===== src/include/phy_strap_map.vh =====
// reset window, strap and power-mode constants for the strap/reset/power control block
`ifndef PHY_STRAP_MAP_VH
`define PHY_STRAP_MAP_VH

// ==========================================================================
// timing
// ==========================================================================
`define RESET_STRETCH_US      258
`define CORE_CLK_MHZ          100
`define RESET_STRETCH_CYCLES  (`RESET_STRETCH_US * `CORE_CLK_MHZ)

// ==========================================================================
// field positions of the shadowed control bits
// ==========================================================================
`define CTRL_SW_RESET_BIT     15
`define CTRL_LOOPBACK_BIT     14
`define CFG_SLEEP_BIT         6
`define CFG_FIBER_BIT         0

// ==========================================================================
// address width and reset value
// ==========================================================================
`define ADDR_WIDTH            5
`define ADDR_RESET            5'h00

`endif


===== src/hw/sync_2ff.v =====
// two flip-flop synchroniser for a bus of independent levels
`timescale 1ns/100ps

module sync_2ff #(
    parameter WIDTH = 1
) (
    // clock and reset
    input  wire             i_core_clk,
    input  wire             i_resetn,
    // data
    input  wire [WIDTH-1:0] i_async,
    output wire [WIDTH-1:0] o_sync
);

    reg [WIDTH-1:0] meta_ff;
    reg [WIDTH-1:0] sync_ff;

    // the first stage is read only by the second stage
    always @(posedge i_core_clk or negedge i_resetn) begin
        if (!i_resetn) begin
            meta_ff <= {WIDTH{1'b0}};
            sync_ff <= {WIDTH{1'b0}};
        end else begin
            meta_ff <= i_async;
            sync_ff <= meta_ff;
        end
    end

    assign o_sync = sync_ff;

endmodule // sync_2ff


===== src/hw/phy_strap_reset_power_control.v =====
// reset stretching, strap capture and power-mode control for a 10/100 transceiver
// ==========================================================================
// ==========================================================================
`timescale 1ns/100ps
`include "phy_strap_map.vh"

module phy_strap_reset_power_control #(
    parameter STRETCH_CYCLES = `RESET_STRETCH_CYCLES,
    parameter ADDR_W         = `ADDR_WIDTH
) (
    // clock and reset
    input  wire              i_core_clk,
    input  wire              i_resetn,
    // board pins, asynchronous to the core clock
    input  wire              i_pin_resetn,
    input  wire              i_media_select_detect_pin,
    input  wire [ADDR_W-1:0] i_addr_strap,
    input  wire              i_pause_pin,
    input  wire              i_sleep_pin,
    input  wire              i_power_down_pin,
    input  wire              i_mgmt_disable_pin,
    // management side, same clock domain
    input  wire              i_sw_reset_set,
    input  wire              i_sleep_reg_wr,
    input  wire              i_sleep_reg_val,
    input  wire              i_fiber_reg_wr,
    input  wire              i_fiber_reg_val,
    input  wire              i_loopback_reg_val,
    // status and control outputs
    output reg               o_core_reset,
    output reg               o_sw_reset_bit,
    output reg               o_fiber_media_mode,
    output reg               o_copper_media_mode,
    output reg               o_fiber_signal_detect,
    output reg  [ADDR_W-1:0] o_mgmt_addr,
    output reg               o_pause_advertise,
    output reg               o_sleep_mode,
    output reg               o_power_down_mode,
    output reg               o_managed_mode,
    output reg               o_sleep_reg_bit,
    output reg               o_loopback_active
);

    // ======================================================================
    // pin synchronisation
    // ======================================================================
    localparam SW = ADDR_W + 6;
    wire [SW-1:0] pins_sync;

    sync_2ff #(
        .WIDTH (SW)
    ) u_pin_sync (
        .i_core_clk (i_core_clk),
        .i_resetn   (i_resetn),
        .i_async    ({i_pin_resetn, i_media_select_detect_pin, i_addr_strap,
                      i_pause_pin, i_sleep_pin, i_power_down_pin,
                      i_mgmt_disable_pin}),
        .o_sync     (pins_sync)
    );

    // the synchroniser resets to zero, so reset pin reads as asserted until seen high
    wire              pin_resetn_s = pins_sync[SW-1];
    wire              media_pin_s  = pins_sync[SW-2];
    wire [ADDR_W-1:0] addr_s       = pins_sync[SW-3 -: ADDR_W];
    wire              pause_s      = pins_sync[3];
    wire              sleep_pin_s  = pins_sync[2];
    wire              pwrdn_s      = pins_sync[1];
    wire              mgmt_dis_s   = pins_sync[0];

    // ======================================================================
    // reset request and stretch
    // ======================================================================
    localparam CW = 32;
    localparam [CW-1:0] STRETCH_LAST = STRETCH_CYCLES - 1;

    reg  [CW-1:0] stretch_cnt_ff;
    reg  [CW-1:0] nxt_stretch_cnt;
    reg           in_reset_ff;
    reg           sw_reset_ff;

    wire reset_req = ~pin_resetn_s | sw_reset_ff;
    wire stretch_done = in_reset_ff & ~reset_req & (stretch_cnt_ff == STRETCH_LAST);

    always @* begin
        if (reset_req)
            nxt_stretch_cnt = {CW{1'b0}};
        else if (in_reset_ff && !stretch_done)
            nxt_stretch_cnt = stretch_cnt_ff + 32'h0000_0001;
        else
            nxt_stretch_cnt = stretch_cnt_ff;
    end

    always @(posedge i_core_clk or negedge i_resetn) begin
        if (!i_resetn) begin
            stretch_cnt_ff <= {CW{1'b0}};
            in_reset_ff    <= 1'b1;
            sw_reset_ff    <= 1'b0;
        end else begin
            stretch_cnt_ff <= nxt_stretch_cnt;
            if (reset_req)
                in_reset_ff <= 1'b1;
            else if (stretch_done)
                in_reset_ff <= 1'b0;
            // writes are taken only outside the window; the bit clears in the window's first cycle
            if (i_sw_reset_set && !in_reset_ff)
                sw_reset_ff <= 1'b1;
            else if (sw_reset_ff && in_reset_ff && stretch_cnt_ff == {CW{1'b0}})
                sw_reset_ff <= 1'b0;               // request consumed, window restarts
        end
    end

    // ======================================================================
    // strap capture and control shadows
    // ======================================================================
    reg              fiber_ff;
    reg [ADDR_W-1:0] addr_ff;
    reg              pause_ff;
    reg              managed_ff;
    reg              sleep_bit_ff;

    always @(posedge i_core_clk or negedge i_resetn) begin
        if (!i_resetn) begin
            fiber_ff     <= 1'b0;
            addr_ff      <= `ADDR_RESET;
            pause_ff     <= 1'b0;
            managed_ff   <= 1'b0;
            sleep_bit_ff <= 1'b0;
        end else if (stretch_done) begin
            fiber_ff     <= media_pin_s;
            addr_ff      <= addr_s;
            pause_ff     <= pause_s;
            managed_ff   <= ~mgmt_dis_s;
            sleep_bit_ff <= sleep_pin_s;           // default from pin
        end else if (!in_reset_ff && managed_ff) begin
            if (i_fiber_reg_wr)
                fiber_ff <= i_fiber_reg_val;
            if (i_sleep_reg_wr)
                sleep_bit_ff <= i_sleep_reg_val;
        end
    end

    // ======================================================================
    // outputs, all registered
    // ======================================================================
    always @(posedge i_core_clk or negedge i_resetn) begin
        if (!i_resetn) begin
            o_core_reset          <= 1'b1;
            o_sw_reset_bit        <= 1'b0;
            o_fiber_media_mode    <= 1'b0;
            o_copper_media_mode   <= 1'b1;
            o_fiber_signal_detect <= 1'b0;
            o_mgmt_addr           <= `ADDR_RESET;
            o_pause_advertise     <= 1'b0;
            o_sleep_mode          <= 1'b0;
            o_power_down_mode     <= 1'b0;
            o_managed_mode        <= 1'b0;
            o_sleep_reg_bit       <= 1'b0;
            o_loopback_active     <= 1'b0;
        end else begin
            o_core_reset          <= in_reset_ff | reset_req;
            o_sw_reset_bit        <= sw_reset_ff | (i_sw_reset_set & ~in_reset_ff)
                                     | (o_sw_reset_bit & in_reset_ff);
            o_fiber_media_mode    <= fiber_ff;
            o_copper_media_mode   <= ~fiber_ff;
            // signal detect only has meaning outside reset and in fiber mode
            o_fiber_signal_detect <= fiber_ff & ~in_reset_ff & media_pin_s;
            o_mgmt_addr           <= addr_ff;
            o_pause_advertise     <= pause_ff & ~in_reset_ff;
            o_sleep_mode          <= ~in_reset_ff &
                                     (managed_ff ? sleep_bit_ff : sleep_pin_s);
            o_power_down_mode     <= pwrdn_s;
            o_managed_mode        <= managed_ff;
            o_sleep_reg_bit       <= sleep_bit_ff;
            // loopback in fiber mode needs the far side to hold detect high
            o_loopback_active     <= i_loopback_reg_val & ~in_reset_ff &
                                     (~fiber_ff | media_pin_s);
        end
    end

endmodule // phy_strap_reset_power_control


===== config.mk =====
export PLATFORM = sky130hd
export DESIGN_NAME = phy_strap_reset_power_control
export DESIGN_NICKNAME = d
export VERILOG_FILES = /design/src/hw/sync_2ff.v /design/src/hw/phy_strap_reset_power_control.v
export VERILOG_INCLUDE_DIRS = /design/src /design/src/include
export SDC_FILE = /design/constraint.sdc
export NUM_CORES = 1
export LEC_CHECK = 0
export ABC_AREA = 1
export CAP_MARGIN = 20
export CORE_AREA = 2 2 80 82
export CTS_CLUSTER_SIZE = 40
export DETAILED_ROUTE_END_ITERATION = 16
export DIE_AREA = 0 0 82 84
export DONT_BUFFER_PORTS = 1
export HOLD_SLACK_MARGIN = 0.06
export PLACE_DENSITY = 0.85
export SYNTH_ARGS = -nofsm -noshare
export SYNTH_HDL_FRONTEND = slang
export SYNTH_SLANG_ARGS = --single-unit

===== constraint.sdc =====
create_clock -name i_core_clk -period 1.85 [get_ports i_core_clk]
set_input_delay 0.185 -clock i_core_clk [delete_from_list [all_inputs] [get_ports i_core_clk]]
set_output_delay 0.185 -clock i_core_clk [all_outputs]
set_load 0.005 [all_outputs]

-- Yosys cells after proc, flatten, opt, wreduce, memory -nomap -nowiden
Index checks and enable logic that the tools add are counted.
- add/subtract/negate cells: 1
- eq/ne operators: 1
- multiplexer cells: 13
- bitwise gates (word level): 20
- reductions and logical operators: 16
- operator list (operator ; number):
    2-to-1 mux 32 bit ; 2
    adder 32 x 1 -> 32 bit, second input constant ; 1
    == test 32 x 15 -> 1 bit, second input constant ; 1
    zero test 32 bit ; 1
    nonzero test 2 bit ; 6
    2-to-1 mux 1 bit ; 11
    AND 1 bit ; 10
    logical AND 1 bit ; 5
    inverter 1 bit ; 5
    bitwise OR 1 bit ; 5
    AND reduction 2 bit ; 2
    zero test 1 bit ; 2
- register bits: 81
- bits of input ports: 19
- output and inout bits: 16
- word-level logic and storage cells: 73

-- Depth between registers and ports, before layout
- depth in word-level cells: 9
- mapped depth: 12
- mapped depth without buffers: 11

-- Cells and area by module
Synthesis repeated with hierarchy kept, for this count alone.
- cell total of the unflattened synthesis: 446
- area, all modules: 3831.2 um^2
- by module, submodules not included (module ; instances ; cells an instance ; area each (um^2) ; seq. area each (um^2)):
    phy_strap_reset_power_control ; 1 ; 424 ; 3280.6 ; 1480.2
    sync_2ff ; 1 ; 22 ; 550.5 ; 550.5

-- Worst setup path after synthesis
OpenSTA, ideal clock, no wires.
- path type: register to register
- start: register stretch_cnt_ff[0]
- end: register stretch_cnt_ff[0]
- library setup time: 0.119 ns
- data arrival time: 1.412 ns
- required time: 1.731 ns
- path slack: 0.319 ns
- cell stages (with the launch flop): 12
- buffers on the path: 2
- period minus slack after synthesis: 1.531 ns
- cell sequence: dfrtp_1 -> ha_1 -> nand2_1 -> clkinv_1 -> nand2_1 -> nor2_1 -> nand3_1 -> nor2_4 -> buf_6 -> nor2_2 -> buf_6 -> o21ai_2
- cells in the longest elaborated chain, start to end: 5
- elaborated cells between the ends (all ways): 8
- those cells by class: add/sub: 1; eq/ne: 1; mux: 2; bitwise: 1; reduce/logical: 3
- ends and longest elaborated chain (what ; RTL line ; source):
    start, declared ; phy_strap_reset_power_control.v:76 ; reg [CW-1:0] stretch_cnt_ff;
    start signal, assigned ; phy_strap_reset_power_control.v:95 ; stretch_cnt_ff <= {CW{1'b0}};
    start signal, assigned ; phy_strap_reset_power_control.v:99 ; stretch_cnt_ff <= nxt_stretch_cnt;
    branches (longest 5 deep; another with adder 32 x 1 -> 32 bit) ; -- ;
Parallel ways; which one is timed is not known. The select of a mux whose other input is x is not followed.
A chain may end at the register's enable or synchronous reset.

-- Final worst setup path
- start: register stretch_cnt_ff[1]
- end: register stretch_cnt_ff[22]
The elaborated chain is that of the path after synthesis.

==> impl_metrics.tcl <==
set metrics [dict create \
    viasPerCell 5.58 \
    finClkSkew_ns 0.0111 \
    ir_drop_mv 0.638 \
    critPathKind "reg -> reg" \
    ys_seq_elements 81 \
    yosysWarnings 0 \
    diodes 0 \
    arrival_ns 1.99 \
    worstMarginPinSlew_ns 0.308 \
    internal_power_w 0.00237 \
    grt_pass1_wl_microns 14000 \
    worst-r2r-cell-count 11 \
    syn-num-nets 484 \
    yosysTopAreaCell "dfrtp_1" \
    rows 29 \
    max_freq_mhz 574 \
    r2r_start "stretch_cnt_ff[1]" \
    nNetsFinal 506 \
    dp_hpwl_microns 5600 \
    status "complete, but fails checks" \
    initial_utilization_pct 61.1 \
    hold_violations 81 \
    post-cts-setup-buffer-count 0 \
    clkTransAtPathRegs_ns 0.08 \
    total_leakage_power_nw 2.05 \
    max-slew-margin-rel_pct 79.3 \
    clockRootBuffer "clkbuf_8" \
    grt_max_degree 82 \
    drt_drc_violations_left 0 \
    critPathBufInv 2 \
    period_minus_slack_ns 1.74 \
    placed_area_sq_um 3810 \
    power_frac_clock_pct 38.3 \
    grt_use_total_pct 26.6 \
    yosys-top-cells-area "dfrtp_1 52%, nand2_1 18%, nor2_1 6.2%" \
    holdWs_ns -0.491 \
    fin_crit_sh_pct 94.1 \
    htreeDepth 3 \
    core_region_area_sq_um 6100 \
    setup_viol 0 \
    fp.dieH_microns 84 \
    tns_ns 0 \
    port_buffers 0 \
    final_antenna_net_count 0 \
    first_pass_iters 7 \
    grt_pass1_vias 3058 \
    min_path_type "in -> async" \
    violations "hold timing" \
    synth.distinct_cells 25 \
    seq_area_frac_synth_pct 54.5 \
    syn_area_per_cell_sq_um 8.05 \
    wl_microns 8350 \
    switchingPower_w 0.000698 \
    power_density_nw_per_um2 737 \
    overflow 0 \
    cts_tree "yes" \
    die-area_sq_um 6890 \
    power_w 0.00307 \
    initialDrtViolationCount 381 \
    synth_cells 463 \
    crit_chain "ha_2 > nand2_2 > clkinv_1 > nand2_1 > nor2_2 > nand3_2 > nor2_4 > nor2_2 > buf_12 > nand3_1 > nand2_1" \
    p_sw_share_pct 22.8 \
    crit_end "stretch_cnt_ff[22]" \
    area_growth_pct 11.5 \
    die_w_microns 82 \
    ios 35 \
    fin_area_sq_um 4160 \
    grt_antenna_before_repair 0 \
    clock_latency_ns 0.36 \
    path_depth 11 \
    gp_congestion 0.972 \
    critPathLaunch "stretch_cnt_ff[1]" \
    cp-end-kind "register" \
    slew_violations 0 \
    cp_max_fo 32 \
    synthesis.area_sq_um 3730 \
    critical_path_required_ns 2.09 \
    synth_top_area_share_pct 52.4 \
    hold_buffers 13 \
    cts.sinks 81 \
    cts_buffer_depth 2 \
    layout-drive-gt1-share_pct 9.59 \
    maxCapViolCount 0 \
    cts_made_buffers 9 \
    slowest_stage "dfrtp_1" \
    vias 3165 \
    reg2reg_slack_ns 0.11 \
    wl_per_cell_microns 14.7 \
    comb_power_share_pct 2.4 \
    p_seq_share_pct 59.3 \
    cp-start-kind "register" \
    critical-path-max-stage-delay_ns 0.41 \
    r2r-end "stretch_cnt_ff[22]" \
    crit_family "simple AND/OR/NAND/NOR gates" \
]
-- timing repair --
action	CTS	global route
gates resized for setup	0	10
setup endpoints to repair	0	24
hold endpoints to repair	95	81
-- worst reg2reg max path: stages (launching register included) --
cell	delay, ns
dfrtp_1	0.41
ha_2	0.21
nand2_2	0.08
clkinv_1	0.08
nand2_1	0.06
nor2_2	0.09
nand3_2	0.09
nor2_4	0.21
nor2_2	0.09
buf_12	0.18
nand3_1	0.08
nand2_1	0.06
-- layout make-up --
class	instances	area, sq um
clock inverter	4	30.0
tap	77	96.3
multi-input combinational	324	1480
timing repair buffer	18	180
inverter	51	194
fill	448	1940
clock buffer	12	145
sequential	81	2030
-- how the worst min path moves through the flow --
stage                     startpoint  slack, ns  cells after the start                    to
after detailed placement    i_resetn      -0.11                      0       o_sleep_reg_bit
after floorplan             i_resetn      -0.11                      0            addr_ff[0]
after global routing        i_resetn      -0.51                      0            managed_ff
final                       i_resetn      -0.49                      0  u_pin_sync.o_sync[9]
after global placement      i_resetn      -0.11                      0       o_sleep_reg_bit
after CTS                   i_resetn      -0.50                      0           sw_reset_ff
-- layout by cell type, fill, tap and decap left out, types with 8 or more instances in the layout --
cell,n
nand3_1,34
xor2_1,8
nand2_1,174
clkbuf_8,10
o21ai_2,9
nor2_1,59
dfrtp_1,78
o21ai_0,8
inv_1,45
dlygate4sd3_1,13
-- sequential cells by signal, indices dropped and copies added (netlist names), 5 cells and up --
register,count
u_pin_sync.o_sync,11
u_pin_sync.meta_ff,11
o_mgmt_addr,5
stretch_cnt_ff,32
addr_ff,5
-- per-stage QoR --
step | util [%] | instances | setup slack (ns)
floorplan | - | 463 | 0.319
global placement | 62.6 | 538 | 0.173
detailed placement | 62.6 | 538 | 0.0973
CTS | 67.6 | 567 | 0.0414
global route | 68.2 | 567 | -0.0350
finish | 68.2 | 567 | 0.109
-- layer usage --
metal / global-route usage, % / routed length (microns)
met5: 0 / 0
met4: 11.4 / 220
met3: 7.58 / 595
met2: 41.6 / 4150
met1: 34.1 / 3390
-- logic make-up (layout without fill, tap and decap cells) --
logic type	count (synthesis)	count (layout)	share of synthesized area, %
AOI/OAI and AO/OA	25	25	4.53
adders and majority gates	2	2	0.671
buffers and inverters	58	85	6.75
and+or+nand+nor	287	287	31.2
xor gates and xnor gates	10	10	2.35
DFF	81	81	54.5
-- Yosys cell counts --
cell type	number
nor2_2	3
nand4_1	4
nor2_4	1
nand3_1	35
o21ai_0	8
buf_6	4
o21ai_2	9
dfrtp_1	78
nand2_1	175
or2_2	1
xnor2_1	2
inv_2	4
buf_2	3
dfstp_2	3
ha_1	2
o21ai_1	1
nand2_4	1
clkinv_1	2
nor2_1	62
a21oi_1	3
inv_1	45
nor4_1	1
xor2_1	8
o21bai_1	4
nor3_1	4
-- power groups by stage --
stage	sequential (W)	combinational [W]	clock (W)
finish	0.00182	0.0000735	0.00117
global route	0.00182	0.0000801	0.00127
CTS	0.00182	0.0000715	0.00118
detailed placement	0.00185	0.0000490	0
global placement	0.00185	0.0000455	0
floorplan	0.00185	0.0000352	0
Power figures use the tool's default switching activity.
